==> src/hdl/rtcpw_defs.svh <==
`ifndef RTCPW_DEFS_SVH
`define RTCPW_DEFS_SVH

// ----------------------------------------------------------------------
// register byte addresses
// ----------------------------------------------------------------------
`define RTCPW_ADDR_W 8
`define RTCPW_ADDR_STATUS 8'h00
`define RTCPW_ADDR_CONFIG 8'h04
`define RTCPW_ADDR_PWIN 8'h08
`define RTCPW_ADDR_SECS 8'h0C
`define RTCPW_ADDR_ALARM 8'h10
`define RTCPW_ADDR_IRQ_STAT 8'h14
`define RTCPW_ADDR_IRQ_MASK 8'h18

// ----------------------------------------------------------------------
// field positions
// ----------------------------------------------------------------------
`define RTCPW_ST_HALF 0
`define RTCPW_ST_BUSY 1
`define RTCPW_ST_TS 3
`define RTCPW_ST_ALM 5
`define RTCPW_CFG_PWC_EN 0
`define RTCPW_CFG_TS_EN 1
`define RTCPW_CFG_PS_LO 6
`define RTCPW_CFG_PS_HI 7
`define RTCPW_IRQ_TS 0
`define RTCPW_IRQ_ALM 1

// ----------------------------------------------------------------------
// codes and reset values
// ----------------------------------------------------------------------
`define RTCPW_PS_DIV1 2'h0
`define RTCPW_PS_DIV16 2'h1
`define RTCPW_PS_DIV64 2'h2
`define RTCPW_PS_DIV256 2'h3
`define RTCPW_TERM_DIV1 8'h00
`define RTCPW_TERM_DIV16 8'h0F
`define RTCPW_TERM_DIV64 8'h3F
`define RTCPW_TERM_DIV256 8'hFF
`define RTCPW_LEN_OFF 8'h00
`define RTCPW_LEN_ALWAYS 8'hFF
`define RTCPW_SEC_UNITS_MAX 4'h9
`define RTCPW_RESP_OKAY 2'h0
`define RTCPW_RESP_SLVERR 2'h2
`define RTCPW_RST16 16'h0000
`define RTCPW_RST2 2'h0

// ----------------------------------------------------------------------
// timing
// ----------------------------------------------------------------------
`define RTCPW_CLK_PERIOD_NS 100
`define RTCPW_HALF_SEC_NS 500000000
`define RTCPW_ALM_GUARD_NS 10000

`endif

==> src/hdl/rtcpw_pkg.sv <==
package rtcpw_pkg;

    // power window sequencer states
    typedef enum logic [2:0] {
        RTCPW_IDLE = 3'h1,
        RTCPW_STAB = 3'h2,
        RTCPW_SAMP = 3'h4
    } rtcpw_state_t;

    // power window configuration word
    typedef struct packed {
        logic [7:0] samp_len;
        logic [7:0] stab_len;
    } rtcpw_win_cfg_t;

    // alarm control word
    typedef struct packed {
        logic enable;
        logic [2:0] pad;
        logic [3:0] mask;
        logic [7:0] repeat_cnt;
    } rtcpw_alarm_t;

endpackage : rtcpw_pkg

==> src/hdl/rtcpw_window.sv <==
`timescale 1ns/1ns
`include "rtcpw_defs.svh"

module rtcpw_window (
    input wire logic clk,
    input wire logic resetn,
    input wire logic clr,
    input wire logic start,
    input wire logic tick,
    input wire logic [7:0] len,
    output logic active
);

    logic [7:0] count;
    logic [7:0] next_count;

    // load on start, count down one per prescaled tick
    always_comb begin
        next_count = count;
        if (clr) begin
            next_count = `RTCPW_LEN_OFF;
        end else if (start) begin
            next_count = len;
        end else if (tick && count != `RTCPW_LEN_OFF) begin
            next_count = count - 8'h01;
        end
    end

    always_ff @(posedge clk or negedge resetn) begin
        if (!resetn) begin
            count <= `RTCPW_LEN_OFF;
        end else begin
            count <= next_count;
        end
    end

    // a zero length leaves the window inactive
    assign active = (count != `RTCPW_LEN_OFF);

endmodule : rtcpw_window

==> src/hdl/rtcpw_top.sv <==
// Implementation choices: the register addresses and the AXI4-Lite register port.
`timescale 1ns/1ns
`include "rtcpw_defs.svh"

// How it works
// timestamp event flag sits in status bit 3, set after a capture
// writing one to bit 3 starts a software capture; flag marks done
// alarm busy high: alarm setting writes are dropped, hardware may edit
// alarm busy low: alarm writes are taken intact
// half-second phase is read-only, cleared by any seconds-units write
// sample length bits 15:8, stability length bits 7:0 of window config
// each window spans 0 to 255 prescaled power-control clock periods
// two-bit prescale at config bits 7:6 divides by 1, 16, 64, 256
// a zero length keeps its window inactive
// stability length all ones keeps stability window always on
// alarm event flag in status bit 5, set on alarm, software clears
// while timestamp flag is set, every further capture is refused
// writing zero clears a flag; zero to a clear flag does nothing
module rtcpw_top
    import rtcpw_pkg::*;
#(
    parameter int HALF_SEC_CYCLES = `RTCPW_HALF_SEC_NS / `RTCPW_CLK_PERIOD_NS
) (
    input wire logic clk,
    input wire logic resetn,
    input wire logic [7:0] s_axi_awaddr,
    input wire logic s_axi_awvalid,
    output logic s_axi_awready,
    input wire logic [31:0] s_axi_wdata,
    input wire logic [3:0] s_axi_wstrb,
    input wire logic s_axi_wvalid,
    output logic s_axi_wready,
    output logic [1:0] s_axi_bresp,
    output logic s_axi_bvalid,
    input wire logic s_axi_bready,
    input wire logic [7:0] s_axi_araddr,
    input wire logic s_axi_arvalid,
    output logic s_axi_arready,
    output logic [31:0] s_axi_rdata,
    output logic [1:0] s_axi_rresp,
    output logic s_axi_rvalid,
    input wire logic s_axi_rready,
    input wire logic tamper_n,
    input wire logic alarm_match,
    output logic ts_capture,
    output logic stability_window,
    output logic sample_window,
    output logic irq
);

    // ------------------------------------------------------------------
    // constants
    // ------------------------------------------------------------------
    localparam int GUARD_CYCLES =
        (`RTCPW_ALM_GUARD_NS + `RTCPW_CLK_PERIOD_NS - 1)
        / `RTCPW_CLK_PERIOD_NS;
    localparam logic [22:0] HALF_LAST = 23'(HALF_SEC_CYCLES - 1);

    // ------------------------------------------------------------------
    // helpers
    // ------------------------------------------------------------------
    function automatic logic is_mapped(input logic [7:0] addr);
        is_mapped = (addr == `RTCPW_ADDR_STATUS) ||
                    (addr == `RTCPW_ADDR_CONFIG) ||
                    (addr == `RTCPW_ADDR_PWIN) ||
                    (addr == `RTCPW_ADDR_SECS) ||
                    (addr == `RTCPW_ADDR_ALARM) ||
                    (addr == `RTCPW_ADDR_IRQ_STAT) ||
                    (addr == `RTCPW_ADDR_IRQ_MASK);
    endfunction : is_mapped

    function automatic logic [15:0] merge16(input logic [15:0] old,
                                            input logic [31:0] data,
                                            input logic [3:0] strb);
        merge16 = old;
        if (strb[0]) merge16[7:0] = data[7:0];
        if (strb[1]) merge16[15:8] = data[15:8];
    endfunction : merge16

    // ------------------------------------------------------------------
    // state
    // ------------------------------------------------------------------
    logic aw_held, next_aw_held, w_held, next_w_held;
    logic [7:0] aw_addr, next_aw_addr;
    logic [31:0] w_data, next_w_data;
    logic [3:0] w_strb, next_w_strb;
    logic bvalid, next_bvalid, rvalid, next_rvalid;
    logic [1:0] bresp, next_bresp, rresp, next_rresp;
    logic [31:0] rdata, next_rdata;
    logic [15:0] config_reg, next_config_reg;
    rtcpw_win_cfg_t win_cfg, next_win_cfg;
    rtcpw_alarm_t alarm_cfg, next_alarm_cfg;
    logic [3:0] seconds_units, next_seconds_units;
    logic timestamp_event_flag, next_timestamp_event_flag;
    logic alarm_event_flag, next_alarm_event_flag;
    logic [1:0] irq_status, next_irq_status, irq_mask, next_irq_mask;
    logic ts_pulse, next_ts_pulse;
    logic half_second_phase, next_half_second_phase;
    logic [22:0] half_cnt, next_half_cnt;
    logic tamper_meta, tamper_sync, tamper_prev;
    logic [7:0] pre_cnt, next_pre_cnt;
    rtcpw_state_t state, next_state;
    logic do_write, do_read, sec_tick, alarm_update_busy;
    logic ts_hw, ts_sw, ts_req, alarm_hit, win_tick;
    logic [7:0] pre_term;
    logic [1:0] win_clr, win_start, win_active;
    logic [7:0] win_len [2];
    logic [15:0] status_word;

    // ------------------------------------------------------------------
    // bus handshakes
    // ------------------------------------------------------------------
    // one write and one read in flight; address and data in any order
    assign s_axi_awready = !aw_held && !bvalid;
    assign s_axi_wready = !w_held && !bvalid;
    assign s_axi_arready = !rvalid;
    assign s_axi_bvalid = bvalid;
    assign s_axi_bresp = bresp;
    assign s_axi_rvalid = rvalid;
    assign s_axi_rresp = rresp;
    assign s_axi_rdata = rdata;
    assign do_write = aw_held && w_held && !bvalid;
    assign do_read = s_axi_arvalid && !rvalid;

    // ------------------------------------------------------------------
    // time base and alarm guard
    // ------------------------------------------------------------------
    assign sec_tick = half_second_phase && (half_cnt == HALF_LAST);
    // busy just before the second rolls, when alarm control may change
    assign alarm_update_busy = half_second_phase &&
        (32'(half_cnt) + GUARD_CYCLES >= HALF_SEC_CYCLES);
    assign alarm_hit = sec_tick && alarm_cfg.enable && alarm_match;

    // ------------------------------------------------------------------
    // timestamp triggers
    // ------------------------------------------------------------------
    assign ts_hw = tamper_prev && !tamper_sync;
    assign ts_sw = do_write && (aw_addr == `RTCPW_ADDR_STATUS) &&
                   w_strb[0] && w_data[`RTCPW_ST_TS];
    // a pending or finished capture blocks any new one
    assign ts_req = config_reg[`RTCPW_CFG_TS_EN] && (ts_hw || ts_sw) &&
                    !timestamp_event_flag && !ts_pulse;

    // status word as software sees it; sync bit reads zero
    assign status_word = {10'h000, alarm_event_flag, 1'b0,
                          timestamp_event_flag, 1'b0,
                          alarm_update_busy, half_second_phase};

    // ------------------------------------------------------------------
    // bus channel next state
    // ------------------------------------------------------------------
    always_comb begin
        next_aw_held = aw_held;
        next_aw_addr = aw_addr;
        next_w_held = w_held;
        next_w_data = w_data;
        next_w_strb = w_strb;
        next_bvalid = bvalid;
        next_bresp = bresp;
        next_rvalid = rvalid;
        next_rresp = rresp;
        next_rdata = rdata;
        if (s_axi_awvalid && s_axi_awready) begin
            next_aw_held = 1'b1;
            next_aw_addr = s_axi_awaddr;
        end
        if (s_axi_wvalid && s_axi_wready) begin
            next_w_held = 1'b1;
            next_w_data = s_axi_wdata;
            next_w_strb = s_axi_wstrb;
        end
        if (do_write) begin
            next_aw_held = 1'b0;
            next_w_held = 1'b0;
            next_bvalid = 1'b1;
            next_bresp = is_mapped(aw_addr) ? `RTCPW_RESP_OKAY
                                            : `RTCPW_RESP_SLVERR;
        end else if (bvalid && s_axi_bready) begin
            next_bvalid = 1'b0;
        end
        if (do_read) begin
            next_rvalid = 1'b1;
            next_rresp = is_mapped(s_axi_araddr) ? `RTCPW_RESP_OKAY
                                                 : `RTCPW_RESP_SLVERR;
            unique case (s_axi_araddr)
                `RTCPW_ADDR_STATUS: next_rdata = {16'h0000, status_word};
                `RTCPW_ADDR_CONFIG: next_rdata = {16'h0000, config_reg};
                `RTCPW_ADDR_PWIN: next_rdata = {16'h0000, win_cfg};
                `RTCPW_ADDR_SECS: next_rdata = {28'h0000000, seconds_units};
                `RTCPW_ADDR_ALARM: next_rdata = {16'h0000, alarm_cfg};
                `RTCPW_ADDR_IRQ_STAT: next_rdata = {30'h00000000, irq_status};
                `RTCPW_ADDR_IRQ_MASK: next_rdata = {30'h00000000, irq_mask};
                default: next_rdata = 32'h00000000;
            endcase
        end else if (rvalid && s_axi_rready) begin
            next_rvalid = 1'b0;
        end
    end

    always_ff @(posedge clk or negedge resetn) begin
        if (!resetn) begin
            aw_held <= 1'b0;
            aw_addr <= 8'h00;
            w_held <= 1'b0;
            w_data <= 32'h00000000;
            w_strb <= 4'h0;
            bvalid <= 1'b0;
            bresp <= `RTCPW_RESP_OKAY;
            rvalid <= 1'b0;
            rresp <= `RTCPW_RESP_OKAY;
            rdata <= 32'h00000000;
        end else begin
            aw_held <= next_aw_held;
            aw_addr <= next_aw_addr;
            w_held <= next_w_held;
            w_data <= next_w_data;
            w_strb <= next_w_strb;
            bvalid <= next_bvalid;
            bresp <= next_bresp;
            rvalid <= next_rvalid;
            rresp <= next_rresp;
            rdata <= next_rdata;
        end
    end

    // ------------------------------------------------------------------
    // software registers, flags and time base
    // ------------------------------------------------------------------
    // hardware sets are applied after software clears so the set wins
    always_comb begin
        next_config_reg = config_reg;
        next_win_cfg = win_cfg;
        next_alarm_cfg = alarm_cfg;
        next_seconds_units = seconds_units;
        next_timestamp_event_flag = timestamp_event_flag;
        next_alarm_event_flag = alarm_event_flag;
        next_irq_status = irq_status;
        next_irq_mask = irq_mask;
        next_ts_pulse = ts_req;
        next_half_cnt = half_cnt + 23'h000001;
        next_half_second_phase = half_second_phase;
        if (half_cnt == HALF_LAST) begin
            next_half_cnt = 23'h000000;
            next_half_second_phase = !half_second_phase;
        end
        if (sec_tick) begin
            next_seconds_units = (seconds_units == `RTCPW_SEC_UNITS_MAX)
                ? 4'h0 : seconds_units + 4'h1;
        end
        // repeat count and enable change under hardware at the second
        if (alarm_hit) begin
            if (alarm_cfg.repeat_cnt == 8'h00) begin
                next_alarm_cfg.enable = 1'b0;
            end else begin
                next_alarm_cfg.repeat_cnt = alarm_cfg.repeat_cnt - 8'h01;
            end
        end
        if (do_read && s_axi_araddr == `RTCPW_ADDR_IRQ_STAT) begin
            next_irq_status = 2'h0;
        end
        if (do_write) begin
            unique case (aw_addr)
                `RTCPW_ADDR_STATUS: begin
                    if (w_strb[0] && !w_data[`RTCPW_ST_TS]) begin
                        next_timestamp_event_flag = 1'b0;
                    end
                    if (w_strb[0] && !w_data[`RTCPW_ST_ALM]) begin
                        next_alarm_event_flag = 1'b0;
                    end
                end
                `RTCPW_ADDR_CONFIG:
                    next_config_reg = merge16(config_reg, w_data, w_strb);
                `RTCPW_ADDR_PWIN:
                    next_win_cfg = merge16(win_cfg, w_data, w_strb);
                `RTCPW_ADDR_SECS: begin
                    if (w_strb[0]) begin
                        next_seconds_units = w_data[3:0];
                        next_half_second_phase = 1'b0;
                        next_half_cnt = 23'h000000;
                    end
                end
                `RTCPW_ADDR_ALARM: begin
                    // dropped while busy so a half-made edit cannot land
                    if (!alarm_update_busy) begin
                        next_alarm_cfg = merge16(alarm_cfg, w_data, w_strb);
                        next_alarm_cfg.pad = 3'h0;
                    end
                end
                `RTCPW_ADDR_IRQ_MASK: begin
                    if (w_strb[0]) next_irq_mask = w_data[1:0];
                end
                default: begin
                end
            endcase
        end
        if (ts_pulse) begin
            next_timestamp_event_flag = 1'b1;
            next_irq_status[`RTCPW_IRQ_TS] = 1'b1;
        end
        if (alarm_hit) begin
            next_alarm_event_flag = 1'b1;
            next_irq_status[`RTCPW_IRQ_ALM] = 1'b1;
        end
    end

    always_ff @(posedge clk or negedge resetn) begin
        if (!resetn) begin
            config_reg <= `RTCPW_RST16;
            win_cfg <= `RTCPW_RST16;
            alarm_cfg <= `RTCPW_RST16;
            seconds_units <= 4'h0;
            timestamp_event_flag <= 1'b0;
            alarm_event_flag <= 1'b0;
            irq_status <= `RTCPW_RST2;
            irq_mask <= `RTCPW_RST2;
            ts_pulse <= 1'b0;
            half_cnt <= 23'h000000;
            half_second_phase <= 1'b0;
        end else begin
            config_reg <= next_config_reg;
            win_cfg <= next_win_cfg;
            alarm_cfg <= next_alarm_cfg;
            seconds_units <= next_seconds_units;
            timestamp_event_flag <= next_timestamp_event_flag;
            alarm_event_flag <= next_alarm_event_flag;
            irq_status <= next_irq_status;
            irq_mask <= next_irq_mask;
            ts_pulse <= next_ts_pulse;
            half_cnt <= next_half_cnt;
            half_second_phase <= next_half_second_phase;
        end
    end

    // tamper pin synchroniser; the second and third stages feed the edge
    always_ff @(posedge clk or negedge resetn) begin
        if (!resetn) begin
            tamper_meta <= 1'b1;
            tamper_sync <= 1'b1;
            tamper_prev <= 1'b1;
        end else begin
            tamper_meta <= tamper_n;
            tamper_sync <= tamper_meta;
            tamper_prev <= tamper_sync;
        end
    end

    // ------------------------------------------------------------------
    // power window prescaler and sequencer
    // ------------------------------------------------------------------
    always_comb begin
        unique case (config_reg[`RTCPW_CFG_PS_HI:`RTCPW_CFG_PS_LO])
            `RTCPW_PS_DIV1: pre_term = `RTCPW_TERM_DIV1;
            `RTCPW_PS_DIV16: pre_term = `RTCPW_TERM_DIV16;
            `RTCPW_PS_DIV64: pre_term = `RTCPW_TERM_DIV64;
            `RTCPW_PS_DIV256: pre_term = `RTCPW_TERM_DIV256;
        endcase
    end

    // restarts with each window so no period is cut short
    assign win_tick = (pre_cnt >= pre_term);
    assign next_pre_cnt = (win_tick || |win_start) ? 8'h00 : pre_cnt + 8'h01;

    // stability window then sample window, repeating while enabled
    always_comb begin
        next_state = state;
        win_start = 2'h0;
        win_clr = 2'h0;
        unique case (state)
            RTCPW_IDLE: begin
                if (config_reg[`RTCPW_CFG_PWC_EN]) begin
                    win_start[0] = 1'b1;
                    next_state = RTCPW_STAB;
                end
            end
            RTCPW_STAB: begin
                if (!win_active[0]) begin
                    win_start[1] = 1'b1;
                    next_state = RTCPW_SAMP;
                end
            end
            RTCPW_SAMP: begin
                if (!win_active[1]) begin
                    next_state = RTCPW_IDLE;
                end
            end
        endcase
        if (!config_reg[`RTCPW_CFG_PWC_EN]) begin
            next_state = RTCPW_IDLE;
            win_clr = 2'h3;
        end
    end

    always_ff @(posedge clk or negedge resetn) begin
        if (!resetn) begin
            state <= RTCPW_IDLE;
            pre_cnt <= 8'h00;
        end else begin
            state <= next_state;
            pre_cnt <= next_pre_cnt;
        end
    end

    assign win_len[0] = win_cfg.stab_len;
    assign win_len[1] = win_cfg.samp_len;

    // one down-counter per window; zero length stays inactive
    for (genvar i = 0; i < 2; i++) begin : g_win
        rtcpw_window u_win (
            .clk(clk),
            .resetn(resetn),
            .clr(win_clr[i]),
            .start(win_start[i]),
            .tick(win_tick),
            .len(win_len[i]),
            .active(win_active[i])
        );
    end

    // ------------------------------------------------------------------
    // outputs
    // ------------------------------------------------------------------
    assign stability_window = win_active[0] ||
        (win_cfg.stab_len == `RTCPW_LEN_ALWAYS);
    assign sample_window = win_active[1];
    assign ts_capture = ts_pulse;
    assign irq = |(irq_status & irq_mask);

endmodule : rtcpw_top

==> config.mk <==
export PLATFORM = sky130hd
export DESIGN_NAME = rtcpw_top
export DESIGN_NICKNAME = d
export VERILOG_FILES = /design/src/hdl/rtcpw_pkg.sv /design/src/hdl/rtcpw_window.sv /design/src/hdl/rtcpw_top.sv
export VERILOG_INCLUDE_DIRS = /design/src /design/src/hdl
export SDC_FILE = /design/constraint.sdc
export NUM_CORES = 1
export LEC_CHECK = 0
export ABC_AREA = 1
export BUFFER_PORTS_ARGS = -buffer_cell sky130_fd_sc_hd__buf_2
export CAP_MARGIN = 20
export CORE_MARGIN = 3
export CORE_UTILIZATION = 61
export DETAILED_ROUTE_END_ITERATION = 16
export PLACE_DENSITY = 0.83
export REMOVE_ABC_BUFFERS = 1
export SETUP_SLACK_MARGIN = 0.1
export SYNTH_ARGS = -nofsm -noshare
export SYNTH_HDL_FRONTEND = slang
export SYNTH_HIERARCHICAL = 1
export SYNTH_SLANG_ARGS = --single-unit
==> constraint.sdc <==
create_clock -name clk -period 4 [get_ports clk]
set_input_delay 0.6 -clock clk [delete_from_list [all_inputs] [get_ports clk]]
set_output_delay 0.6 -clock clk [all_outputs]
set_load 0.02 [all_outputs]
# Word level (Yosys, flattened, before mapping)
# Index checks and enable logic that the tools add are counted.
# totals
ff_bits	176
latchBits	0
mem_bits_rw	0
rom_bits	0
inputBits	61
word_cells	211
memories	0
# op_classes
n_addsub	7
multipliers	0
n_div	0
n_lt_le_gt_ge	2
eq_ne	25
n_shift	0
mux	61
n_bitwise	2
n_reduce_logical	81
# ops
cell	n
16-bit one-hot mux with 7 select lines	1
23-bit 2-to-1 mux	4
8-bit 2-to-1 mux	11
8-bit by 5-bit equality test with 1-bit output (second input constant)	6
16-bit 2-to-1 mux	3
8-bit by 4-bit equality test with 1-bit output (second input constant)	4
8-bit one-hot mux with 4 select lines	1
1-bit 2-to-1 mux	28
1-bit logical AND	25
23-bit by 7-bit adder with 24-bit output (second input constant)	1
24-bit by 23-bit >= comparator with 1-bit output (second input constant)	1
8-bit logical NOT	3
2-bit nonzero test	12
8-bit by 1-bit subtractor with 8-bit output (second input constant)	3
23-bit by 1-bit adder with 23-bit output (second input constant)	1
23-bit equality test (second input constant)	1
3-bit AND reduction	7
4-bit 2-to-1 mux	5
8-bit by 3-bit equality test with 1-bit output (second input constant)	2
8-bit nonzero test	2
1-bit logical OR	15
1-bit logical NOT	10
3-bit 2-to-1 mux	3
3-bit one-hot mux with 3 select lines	1
other kinds (20)	28

# Depth between registers and ports, before layout
# Gate-level depths: netlist (run 1).
# depth
depth_word	9
depth_mapped	19
mapped_depth_nobuf	19

# Cells and area by module
# Netlist (run 1), hierarchy kept.
# by_module_without_submodules
mod	n_inst	cells_per_inst	area_each_um2	seq_area_each_um2
rtcpw_top	1	962	7561.0	3558.4
rtcpw_window	2	91	619.3	200.2

# Least setup slack after synthesis (run 1)
# Ideal clock, no wire load.
# synth_timing
kind	register -> register
startpoint	register half_cnt[0]
endpoint	register alarm_cfg[7] (netlist bit)
setup_ps	118
arrival_ps	2140
required_time_ps	3882
slack_ps	1742
stages_incl_launch_ff	18
path_buffers	0
cell_sequence	dfrtp_1 ha_1 nand2_1 nor2_1 nand2_1 inv_1 nand2_1 nor2_1 ha_1 nand3_1 nor3_1 inv_1 nor3_1 a21oi_1 o21ai_0 nand2_1 nand2_1 nand2_1
# synth_via
elab_chain_len	8
word_cells_on_any_way	12
cone_classes	1 x add/sub; 1 x order compare; 2 x eq/ne; 4 x mux; 4 x reduce/logical
# synth_lines
element	line_no	rtl
from (decl)	rtcpw_top.sv:99	logic [22:0] half_cnt, next_half_cnt;
from (signal assigned)	rtcpw_top.sv:329	half_cnt <= next_half_cnt;
branches (longest 8 deep; another with 23-bit by 7-bit adder with 24-bit output)	-	
to (signal assigned)	rtcpw_top.sv:310	alarm_cfg <= `RTCPW_RST16;
to (signal assigned)	rtcpw_top.sv:322	alarm_cfg <= next_alarm_cfg;
to (decl)	rtcpw_top.sv:92	rtcpw_alarm_t alarm_cfg, next_alarm_cfg;
# Parallel ways; which one is timed is not known.
# A chain may end at the register's enable or synchronous reset.

# Worst setup path after layout (run 1)
# Ends and elaborated chain as after synthesis.

==> metrics.md, run 1 <==
| Metric | Value |
|---|---|
| Slew headroom | `between 30% and 40%` |
| Total CTS buffers | `17` |
| Critical Path End | `alarm_cfg[7]$_DFFE_PN0P_` |
| CP Data Required Time | `roughly 4.3 ns` |
| Final Hold Vio Count | `0` |
| I/O pins | `106` |
| Pin count of the biggest net entering global routing | `102` |
| Setup TNS Final | `0 ns` |
| CTS Sinks | `about 160` |
| Clock share of power | `33.6%` |
| Pleak | `approximately 5 nW` |
| Hold-fix buffers at CTS | `0` |
| Total of max-cap violations | `0` |
| Chip Height | `126 um` |
| Syn avg cell area | `just under 8 um^2` |
| Sw frac | `between 30 and 40%` |
| Post-synthesis async set-or-reset flop share | `100%` |
| First-pass GRT wire length | `around 36 mm` |
| Grt total ovfl | `0` |
| Post-DRT Antenna Nets | `0` |
| Worst setup margin | `1.20 ns` |
| Largest Register | `half_cnt` |
| Commonest non-fill, non-tap cell in the layout | `nand2_1` |
| Area delta synth->final | `12.5%` |
| Drt drc | `0` |
| Clk_lat worst skew | `between 0.4 and 0.5 ns` |
| Ant. Diodes | `0` |
| Post-synth EDFFs | `0` |
| CP startpoint kind | `register` |
| Status | `finished, final reports clean` |
| Skew final | `about 0.0058 ns` |
| IO Port Bufs | `just under 70` |
| Site Rows | `43` |
| Die X-Extent | `around 130 um` |
| Ys flop type | `dfrtp_1` |
| Gate power share | `25.0%` |
| Critical path launch point | `half_cnt[0]$_DFF_PN0_` |
| Max reg flops | `23` |
| Crit path kind | `register to register` |
| Cell variety after synth | `53` |
| Post-Synthesis Cell Area | `about 9000 um^2` |
| Starting Density | `62.9%` |
| Worst R2R Path Depth | `17` |
| Crit path max fanout | `8` |
| Tmin final | `2.80 ns` |
| Layout cells sized above 1 | `between 10 and 15%` |
| FF-to-FF End | `alarm_cfg[7]$_DFFE_PN0P_` |
| Vias/cell | `roughly 5.5` |
| Worst EP arrival | `roughly 3.1 ns` |
| Core Area | `14000 um^2` |
| Synth area leaders | `dfrtp_1 (44%), nand2_1 (14%), inv_1 (5.5%), nor2_1 (5.2%), o21ai_0 (4.8%)` |
| Area leader, netlist | `dfrtp_1` |
| Switching pwr | `approximately 0.0018 W` |
| Synthesized flop and latch total | `roughly 160` |
| DIE AREA | `about 16000 um^2` |
| Sequential standard cell area | `3960 um^2` |
| H-tree levels | `4` |
| Gp weighted congestion | `~0.94` |
| Area of the multi-input gates | `around 4100 um^2` |
| CP Capture Type | `register` |
| Pwr Density | `around 540 nW/um^2` |
| Number of global-route vias before repair | `about 7500` |
| CTS tree | `built` |
| TritonRoute pass-1 iters | `6` |
| Post-CTS Setup Repair Bufs | `0` |
| CTS Root Cell | `clkbuf_16` |
| Clock transition at path regs | `roughly 0.060 ns` |
| Setup Viol. Count Final | `0` |
| Unrepaired setup endpoints after global routing | `no` |
| Slew Limit Fails | `0` |
| Slew of the pin with the lowest slew margin | `between 0.9 and 1 ns` |
| Worst hold path class | `input port to async pin` |
| Routed Wire Length | `around 21 mm` |
| Fmax | `between 300 and 400 MHz` |
| DP Wirelength | `~15 mm` |
| GRT Util Overall | `27.4%` |
| Post_cts resized | `0` |
| Synth warn | `6` |
| Syn Inst Count | `1144` |
| Commonest cells after routing, fill and taps aside | `nand2_1 (318), dfrtp_1 (154), inv_1 (129), nor2_1 (121), o21ai_0 (85)` |
| Via count | `around 7800` |
| Worst reg2reg startpoint | `half_cnt[0]$_DFF_PN0_` |
| Seq pwr share | `41.4%` |
| Int Power | `around 0.0035 W` |
| Place WS | `about 1.3 ns` |
| Fillers | `around 1100` |
| Initial DRC count | `854` |
| Wire per inst | `approximately 15 um` |
| Initial antenna violation count | `0` |
| Period utilisation layout | `a little over two thirds` |
| Fraction of the yosys area taken by sequential cells | `45.0%` |
| CTS max path bufs | `2` |
| Reg2Reg Setup Slack | `about 1.2 ns` |
| VDD IR max | `around 420 uV` |
| Final #Nets | `roughly 1300` |
| Yosys top cell area share | `roughly 44%` |
cell families after synthesis:
| logic type | Yosys count | synth area share, % |
|---|---|---|
| compound gates | 181 | 11.6 |
| xor+xnor | 11 | 1.09 |
| fa+ha+maj | 16 | 2.27 |
| buf+inv | 177 | 8.62 |
| flops | 158 | 45.0 |
| mux | 8 | 0.995 |
| other cells | 1 | 0.0426 |
| simple gates | 592 | 30.4 |
critical path, stage by stage, from the launching register on:
cell and delay, ns:
dfrtp_1 0.37, ha_1 0.18, nand2_1 0.08, nor2_1 0.10
nand2_1 0.11, inv_1 0.11, nand2_1 0.06, nor2_1 0.22
ha_1 0.23, nand3_1 0.27, nor3_1 0.27, inv_1 0.10
nor3_1 0.21, a21oi_1 0.11, o21ai_0 0.09, nand2_1 0.08
nand2_1 0.06, nand2_1 0.04
metal layers:
layer  track usage (%)  vias to the layer above  wire (um)
met4              8.14                        0        393
met3              5.77                       39       1480
met2              46.4                      285      10500
met1              35.7                     3651       8770
met5                 0                        -          0
li1                  -                     3810          -
metrics by stage:
step	total power, W	util [%]	hold slack [ns]	cells	instance area (um^2)
after global placement	0.00349	66.1	0.346	1375	9250
after floorplan	0.00313	-	0.304	1121	8620
after CTS	0.00536	70.8	0.263	1405	9900
after detailed placement	0.00354	66.1	0.349	1375	9250
final	0.00535	70.8	0.270	1405	9900
after global routing	0.00566	70.8	0.264	1405	9900
Yosys cell counts, types with 6 or more instances:
library cell / count
nor2_2: 8
inv_1: 129
mux2_2: 6
xor2_1: 9
clkbuf_1: 14
nand3_1: 43
nand2_4: 9
a22o_1: 8
ha_1: 16
nand4_1: 24
o21ai_0: 85
o21ai_2: 8
dfrtp_1: 154
nand2_1: 318
a21oi_1: 53
buf_4: 20
nand3_2: 9
nor3_1: 23
nor2_1: 122
nor4_1: 9
power groups by stage:
| stage | clock, W | sequential [W] | combinational [W] |
|---|---|---|---|
| final | 0.00180 | 0.00221 | 0.00134 |
| after global routing | 0.00189 | 0.00226 | 0.00152 |
| after CTS | 0.00182 | 0.00221 | 0.00134 |
| after detailed placement | 0 | 0.00223 | 0.00132 |
| after global placement | 0 | 0.00221 | 0.00127 |
| after floorplan | 0 | 0.00216 | 0.000969 |
area by class of cell:
type | instances | area share [%]
clock buffer | 19 | 4.37
timing repair buffer | 74 | 4.06
tap | 180 | 2.28
inverter | 137 | 5.20
multi-input combinational | 826 | 41.9
sequential | 158 | 40.0
clock inverter | 11 | 2.17
worst min-delay path by stage:
stage                                                endpoint  depth (start not counted)  slack (ns)
after floorplan                      alarm_cfg[0]$_DFFE_PN0P_                          0        0.30
after global placement                  tamper_sync$_DFF_PN1_                          0        0.35
after detailed placement                tamper_sync$_DFF_PN1_                          0        0.35
after CTS                               tamper_meta$_DFF_PN1_                          1        0.26
after global routing                    tamper_meta$_DFF_PN1_                          1        0.26
final                     g_win[0].u_win/count[5]$_DFFE_PN0P_                          1        0.27
(Power assumes the default switching activity.)
==> run 2: changes to the inputs <==
ABC_AREA = 0   (was 1)
CORE_UTILIZATION = 58   (was 61)
PLACE_DENSITY = 0.8   (was 0.83)
clock period = 2.8 ns   (was 4 ns; I/O delays follow)
==> metrics.md, run 2 <==
| Metric | Value |
|---|---|
| Skew final | `0.00906 ns (was 0.00580 ns)` |
| IO Port Bufs | `69 (unchanged)` |
| Final #Nets | `973 (was 1291)` |
| Slew headroom | `47.5% (was 39.3%)` |
| Fin util | `72.8% (was 70.8%)` |
| CTS max path bufs | `2 (unchanged)` |
| Number of global-route vias before repair | `6791 (was 7492)` |
| Critical Path End | `g_win[0].u_win/count[3]$_DFFE_PN0P_ (was alarm_cfg[7]$_DFFE_PN0P_)` |
| Initial antenna violation count | `0 (unchanged)` |
| Area delta synth->final | `20.3% (was 12.5%)` |
| Worst setup margin | `-0.101 ns (was 1.20 ns)` |
| Slowest CP cell | `or4b_4 (was dfrtp_1)` |
| Drt drc | `0 (unchanged)` |
| CTS Root Cell | `clkbuf_16 (unchanged)` |
| DIE AREA | `15500 um^2 (was 15900 um^2)` |
| Unrepaired setup endpoints after global routing | `yes (was no)` |
| TritonRoute pass-1 iters | `12 (was 6)` |
| First-pass GRT wire length | `33.7 mm (was 35.5 mm)` |
| Layout cells sized above 1 | `32.0% (was 13.8%)` |
| Wire per inst | `19.7 um (was 15.0 um)` |
| CP Capture Type | `register (unchanged)` |
| Routed Wire Length | `21.3 mm (was 21.1 mm)` |
| CP startpoint kind | `register (unchanged)` |
| Fraction of the yosys area taken by sequential cells | `48.5% (was 45.0%)` |
| Most frequent cell after synthesis | `dfrtp_1 (was nand2_1)` |
| Commonest non-fill, non-tap cell in the layout | `dfrtp_1 (was nand2_1)` |
| Worst EP arrival | `3.22 ns (was 3.12 ns)` |
| Synth cell count leaders | `dfrtp_1 (154), mux2_2 (65), nor2_1 (65) (was nand2_1 (318), dfrtp_1 (154), inv_1 (129))` |
| Critical path launch point | `config_reg[6]$_DFFE_PN0P_ (was half_cnt[0]$_DFF_PN0_)` |
| Reg2Reg Setup Slack | `-0.10 ns (was 1.20 ns)` |
| Syn Inst Count | `784 (was 1144)` |
| Detail Route met3 WL | `1.54 mm (was 1.48 mm)` |
| Pleak | `4.47 nW (was 5.11 nW)` |
| GRT Util Overall | `26.7% (was 27.4%)` |
| Synth warn | `6 (unchanged)` |
| Total of max-cap violations | `0 (unchanged)` |
| Yosys top cell area share | `47.2% (was 43.8%)` |
| Place WS | `-0.461 ns (was 1.27 ns)` |
| Worst path cell trace | `or2_4, ha_4, nand2b_4, a21o_1, a21o_1, a21o_1, a21o_1, a2111oi_4, nor2_4, or4b_4, a211o_1, a221oi_2 (was ha_1, nand2_1, nor2_1, nand2_1, inv_1, nand2_1, nor2_1, ha_1, nand3_1, nor3_1, inv_1, nor3_1, a21oi_1, o21ai_0, nand2_1, nand2_1, nand2_1)` |
| Area leader, netlist | `dfrtp_1 (unchanged)` |
| Most used cell, CP | `a21o_1 (was nand2_1)` |
| Largest Register | `half_cnt (unchanged)` |
| H-tree levels | `4 (unchanged)` |
| Worst R2R Path Depth | `12 (was 17)` |
| Crit path buffers/inverters | `0 (was 2)` |
| I/O pins | `106 (unchanged)` |
| Max reg flops | `23 (unchanged)` |
| FF-to-FF End | `g_win[0].u_win/count[3]$_DFFE_PN0P_ (was alarm_cfg[7]$_DFFE_PN0P_)` |
| Worst hold path class | `input port to async pin (unchanged)` |
| Ant. Diodes | `0 (unchanged)` |
| Clk_lat worst skew | `0.43 ns (about the same)` |
| CTS tree | `built (unchanged)` |
| Initial DRC count | `675 (was 854)` |
| Starting Density | `60.5% (was 62.9%)` |
| CTS Sinks | `158 (unchanged)` |
| Met1 Wirelength | `8.37 mm (was 8.77 mm)` |
| Pin count of the biggest net entering global routing | `65 (was 102)` |
| CP Data Required Time | `3.12 ns (was 4.31 ns)` |
| Synthesized flop and latch total | `158 (unchanged)` |
| Worst reg2reg startpoint | `config_reg[6]$_DFFE_PN0P_ (was half_cnt[0]$_DFF_PN0_)` |
| Die X-Extent | `125 um (was 126 um)` |
| Final Hold Vio Count | `12 (was 0)` |
| Top Metal Used | `met4 (unchanged)` |
| Gp weighted congestion | `0.929 (was 0.941)` |
| DP Wirelength | `14.2 mm (was 14.7 mm)` |
| Status | `finished with violations (was finished, final reports clean)` |
| Vias/cell | `6.29 (was 5.54)` |
| CP top delay family | `compound AO/OA/AOI/OAI gates (was simple AND/OR/NAND/NOR gates)` |
| Crit path kind | `register to register (unchanged)` |
| Commonest cells after routing, fill and taps aside | `dfrtp_1 (149), buf_2 (68), mux2_2 (65), nor2_1 (63), nand2_1 (57) (was nand2_1 (318), dfrtp_1 (154), inv_1 (129), nor2_1 (121), o21ai_0 (85))` |
| Slew Limit Fails | `0 (unchanged)` |
| Pwr Density | `719 nW/um^2 (was 541 nW/um^2)` |
| Crit path max fanout | `6 (was 8)` |
| Chip Height | `125 um (was 126 um)` |
| Post-synthesis async set-or-reset flop share | `100% (unchanged)` |
| Violated checks | `negative hold slack, negative setup slack` |
| Via count | `6829 (was 7785)` |
| Setup Viol. Count Final | `12 (was 0)` |
| Clock transition at path regs | `0.07 ns (was 0.06 ns)` |
| Hold Slack | `-0.0283 ns (was 0.270 ns)` |
| Post-Synthesis Cell Area | `8170 um^2 (was 8800 um^2)` |
| Crit-path max cell delay | `0.53 ns (was 0.37 ns)` |
| Post-DRT Antenna Nets | `0 (unchanged)` |
| Synth area leaders | `dfrtp_1 (47%), mux2_2 (9.0%), nor2_1 (3.0%), nand2_1 (2.8%), ha_1 (2.5%) (was dfrtp_1 (44%), nand2_1 (14%), inv_1 (5.5%), nor2_1 (5.2%), o21ai_0 (4.8%))` |
| Total CTS buffers | `17 (unchanged)` |
| Hold-fix buffers at CTS | `0 (unchanged)` |
| Fmax | `345 MHz (was 357 MHz)` |
| Grt total ovfl | `0 (unchanged)` |
| Met2 wire len | `10.9 mm (was 10.5 mm)` |
| Core Area | `13500 um^2 (was 14000 um^2)` |
| Period utilisation layout | `104% (was 70.0%)` |
| Site Rows | `42 (was 43)` |
| Total stage count of the critical path | `12 (was 17)` |
| Cell variety after synth | `74 (was 53)` |
| Tmin final | `2.90 ns (was 2.80 ns)` |
| Slew of the pin with the lowest slew margin | `0.787 ns (was 0.911 ns)` |
| VDD IR max | `830 uV (was 416 uV)` |
| Syn avg cell area | `10.4 um^2 (was 7.69 um^2)` |
| Post-synth EDFFs | `0 (unchanged)` |
| Ys flop type | `dfrtp_1 (unchanged)` |
-- run 2: kinds of logic (layout without fill, tap and decap cells) --
group	Yosys count	after routing	share of synthesized area [%]
compound gates	149	149	13.3
simple gates	270	271	17.5
flops	158	158	48.5
mux	74	74	10.1
fa+ha+maj	16	16	2.45
xor+xnor	29	29	3.11
other cells	1	18	0.0459
buf+inv	87	194	5.04
-- run 2: final cells by class --
class	count	area, um^2
clock buffers	19	453
fillers	908	3670
multi-input cells	557	4110
clock inverters	13	143
well taps	176	220
flip-flops and latches	158	3970
repair buffers	128	810
inverters	34	128
-- run 2: worst min path at each step --
| stage | to | slack, ns | cells past startpoint |
|---|---|---|---|
| 2_1_floorplan | alarm_cfg[0]$_DFFE_PN0P_ | 0.12 | 0 |
| 3_3_place_gp | tamper_sync$_DFF_PN1_ | 0.35 | 0 |
| 5_1_grt | half_cnt[2]$_DFF_PN0_ | 0.02 | 1 |
| 3_5_place_dp | tamper_sync$_DFF_PN1_ | 0.35 | 0 |
| 4_1_cts | half_cnt[6]$_DFF_PN0_ | 0.002 | 1 |
| 6_report | half_cnt[2]$_DFF_PN0_ | -0.03 | 1 |
-- run 2: layer usage --
metal / global-route usage, % / up-vias
li1: - / 3056
met3: 5.40 / 58
met4: 9.99 / 0
met5: 0 / -
met2: 45.7 / 369
met1: 33.5 / 3346
-- run 2: repair_timing --
action | in CTS | in global routing
cloned | 0 | 1
pin swaps | 15 | 18
hold endpoints to repair | 0 | 0
buffers inserted | 2 | 7
setup endpoints to repair | 32 | 29
resized for setup | 19 | 38
-- run 2: worst register-to-register path, stage by stage, from the launching register on --
cell and delay (ns):
dfrtp_1 0.38, or2_4 0.27, ha_4 0.27, nand2b_4 0.11, a21o_1 0.10, a21o_1 0.10, a21o_1 0.10, a21o_1 0.16
a2111oi_4 0.10, nor2_4 0.16, or4b_4 0.53, a211o_1 0.27, a221oi_2 0.25
-- run 2: metrics by stage --
step / hold WS, ns / TNS [ns] / power [W] / cells / instance area [um^2]
floorplan: 0.124 / -4.94 / 0.00391 / 748 / 7950
global placement: 0.347 / -3.99 / 0.00442 / 1044 / 8920
detailed placement: 0.349 / -5.96 / 0.00453 / 1044 / 8920
CTS: 0.00156 / -0.0374 / 0.00693 / 1077 / 9610
global route: 0.0154 / -2.53 / 0.00740 / 1085 / 9830
finish: -0.0283 / -0.705 / 0.00707 / 1085 / 9830
-- run 2: power breakdown --
group	internal (W)	switching, W
logic	0.000776	0.000814
clock network	0.00131	0.00103
registers	0.00267	0.000472
==> run 3: changes to the inputs <==
CORE_ASPECT_RATIO = 1.5   (was default)
==> metrics.md, run 3 (synthesis results as in run 2) <==
| Metric | Value |
|---|---|
| Status | `finished with violations (unchanged)` |
| Violated checks | `negative hold slack, negative setup slack (unchanged)` |
| Tot Pwr | `0.00706 W (was 0.00707 W)` |
| Unrepaired setup endpoints after global routing | `yes (unchanged)` |
| Pleak | `4.50 nW (was 4.47 nW)` |
| Slew Limit Fails | `0 (unchanged)` |
| Total CTS buffers | `17 (unchanged)` |
| Commonest non-fill, non-tap cell in the layout | `dfrtp_1 (unchanged)` |
| CTS Root Cell | `clkbuf_16 (unchanged)` |
| GRT Util Overall | `26.4% (was 26.7%)` |
| CTS Sinks | `158 (unchanged)` |
| Tmin final | `2.91 ns (was 2.90 ns)` |
| CP Capture Type | `register (unchanged)` |
| Ant. Diodes | `0 (unchanged)` |
| CP Data Required Time | `3.11 ns (was 3.12 ns)` |
| CTS tree | `built (unchanged)` |
| Crit path max fanout | `6 (unchanged)` |
| Drt drc | `0 (unchanged)` |
| Die X-Extent | `103 um (was 125 um)` |
| Worst setup margin | `-0.115 ns (was -0.101 ns)` |
| DIE AREA | `15600 um^2 (was 15500 um^2)` |
| Fin cells | `1074 (was 1085)` |
| Core Area | `13700 um^2 (was 13500 um^2)` |
| First-pass GRT wire length | `32.3 mm (was 33.7 mm)` |
| Wire per inst | `18.9 um (was 19.7 um)` |
| Clock transition at path regs | `0.07 ns (about the same)` |
| IO Port Bufs | `69 (unchanged)` |
| Grt total ovfl | `0 (unchanged)` |
| Slew of the pin with the lowest slew margin | `0.854 ns (was 0.787 ns)` |
| Dpl cells | `1028 (was 1044)` |
| Total of max-cap violations | `0 (unchanged)` |
| Place WS | `-0.595 ns (was -0.461 ns)` |
| Placed instance area | `8910 um^2 (was 8920 um^2)` |
| VDD IR max | `815 uV (was 830 uV)` |
| Max reg flops | `23 (unchanged)` |
| I/O pins | `106 (unchanged)` |
| Layout cells sized above 1 | `31.8% (was 32.0%)` |
| Initial DRC count | `470 (was 675)` |
| Site Rows | `52 (was 42)` |
| Period utilisation layout | `104% (about the same)` |
| CP startpoint kind | `register (unchanged)` |
| Fin util | `72.0% (was 72.8%)` |
| Largest Register | `half_cnt (unchanged)` |
| Area delta synth->final | `20.4% (was 20.3%)` |
| Pwr Density | `718 nW/um^2 (was 719 nW/um^2)` |
| Initial antenna violation count | `0 (unchanged)` |
| CTS max path bufs | `2 (unchanged)` |
| Fmax | `343 MHz (was 345 MHz)` |
| Starting Density | `59.8% (was 60.5%)` |
| Worst EP arrival | `3.22 ns (about the same)` |
| Crit path kind | `register to register (unchanged)` |
| DP Wirelength | `14.1 mm (was 14.2 mm)` |
| Pin count of the biggest net entering global routing | `68 (was 65)` |
| Commonest cells after routing, fill and taps aside | `dfrtp_1 (153), buf_2 (68), mux2_2 (65), nor2_1 (64), nand2_1 (57) (was dfrtp_1 (149), buf_2 (68), mux2_2 (65), nor2_1 (63), nand2_1 (57))` |
| Gp weighted congestion | `0.940 (was 0.929)` |
| Fin area | `9830 um^2 (about the same)` |
| Clk_lat worst skew | `0.43 ns (about the same)` |
| Slew headroom | `42.6% (was 47.5%)` |
| Worst hold path class | `input port to async pin (unchanged)` |
| Post-DRT Antenna Nets | `0 (unchanged)` |
| Via count | `6756 (was 6829)` |
| Final #Nets | `976 (was 973)` |
| Setup Viol. Count Final | `13 (was 12)` |
| TritonRoute pass-1 iters | `7 (was 12)` |
| Chip Height | `151 um (was 125 um)` |
| Final Hold Vio Count | `6 (was 12)` |
| H-tree levels | `4 (unchanged)` |
| Number of global-route vias before repair | `6799 (was 6791)` |
| Routed Wire Length | `20.3 mm (was 21.3 mm)` |
| Skew final | `0.0161 ns (was 0.00906 ns)` |
| Hold Slack | `-0.0205 ns (was -0.0283 ns)` |
| Vias/cell | `6.29 (about the same)` |
## run 3: changes by cell type in the layout (fill, tap and decap cells not counted), sizes merged
cell and delta:
bufinv -1, buf +2, clkinvlp -1, clkbuf -2, inv +1, clkinv +3, nor2 +1
## run 3: routing by layer
layer	vias up	global-route usage (%)	wire [um]	share of wire (%)
met5	-	0	0	0
met4	0	12.1	656	3.2
met3	63	5.62	1010	5.0
met2	255	47.0	10900	54
met1	3366	29.7	7730	38
li1	3072	-	-	-
## run 3: stage by stage
step           hold slack [ns]  setup TNS, ns
2_1_floorplan            0.124          -4.94
3_3_place_gp             0.346          -5.88
3_5_place_dp             0.350          -8.51
4_1_cts                0.00500         -0.474
5_1_grt                 0.0239          -2.83
6_report               -0.0205         -0.926
## run 3: final timing paths
check	startpoint	end	slack [ns]	cells past startpoint
worst max-delay path	config_reg[6]$_DFFE_PN0P_	g_win[1].u_win/count[7]$_DFFE_PN0P_	-0.11	12
max in group asynchronous	resetn	w_data[10]$_DFFE_PN0P_	2.08	2
min in group clk	tamper_n	tamper_meta$_DFF_PN1_	0.09	1
worst min register to register	tamper_meta$_DFF_PN1_	tamper_sync$_DFF_PN1_	0.36	0
worst max register to register	config_reg[6]$_DFFE_PN0P_	g_win[1].u_win/count[7]$_DFFE_PN0P_	-0.11	12
worst min-delay path	resetn	half_cnt[15]$_DFF_PN0_	-0.02	1
## run 3: cell type report
| cell class | count | area [um^2] |
|---|---|---|
| clock buffer | 17 | 425 |
| tap | 162 | 203 |
| multi-input combinational | 558 | 4100 |
| timing repair buffer | 130 | 857 |
| sequential | 158 | 3960 |
| inverter | 34 | 128 |
| clock inverter | 15 | 165 |
| fill | 995 | 3830 |
## run 3: power by group
part / switching (W) / leakage (nW) / internal, W
clock network: 0.00109 / 0.292 / 0.00120
registers: 0.000465 / 2.08 / 0.00267
logic: 0.000831 / 2.13 / 0.000802
## run 3: critical path: stages, from the launching register on
cell	delay, ns
dfrtp_1	0.38
or2_4	0.27
ha_4	0.21
nand2b_4	0.13
a21o_1	0.15
a21o_1	0.17
a21o_1	0.16
a21o_1	0.18
a2111oi_4	0.45
nor2_4	0.12
or4b_4	0.28
nor4_1	0.06
o31a_1	0.25
## run 3: timing repair
action | 4_1_cts | 5_1_grt
pin swaps | 14 | 15
gates cloned | 1 | 1
setup buffers | 5 | 9
hold buffers | 0 | 0
endpoints found under the setup margin | 29 | 36
gates resized for setup | 21 | 34
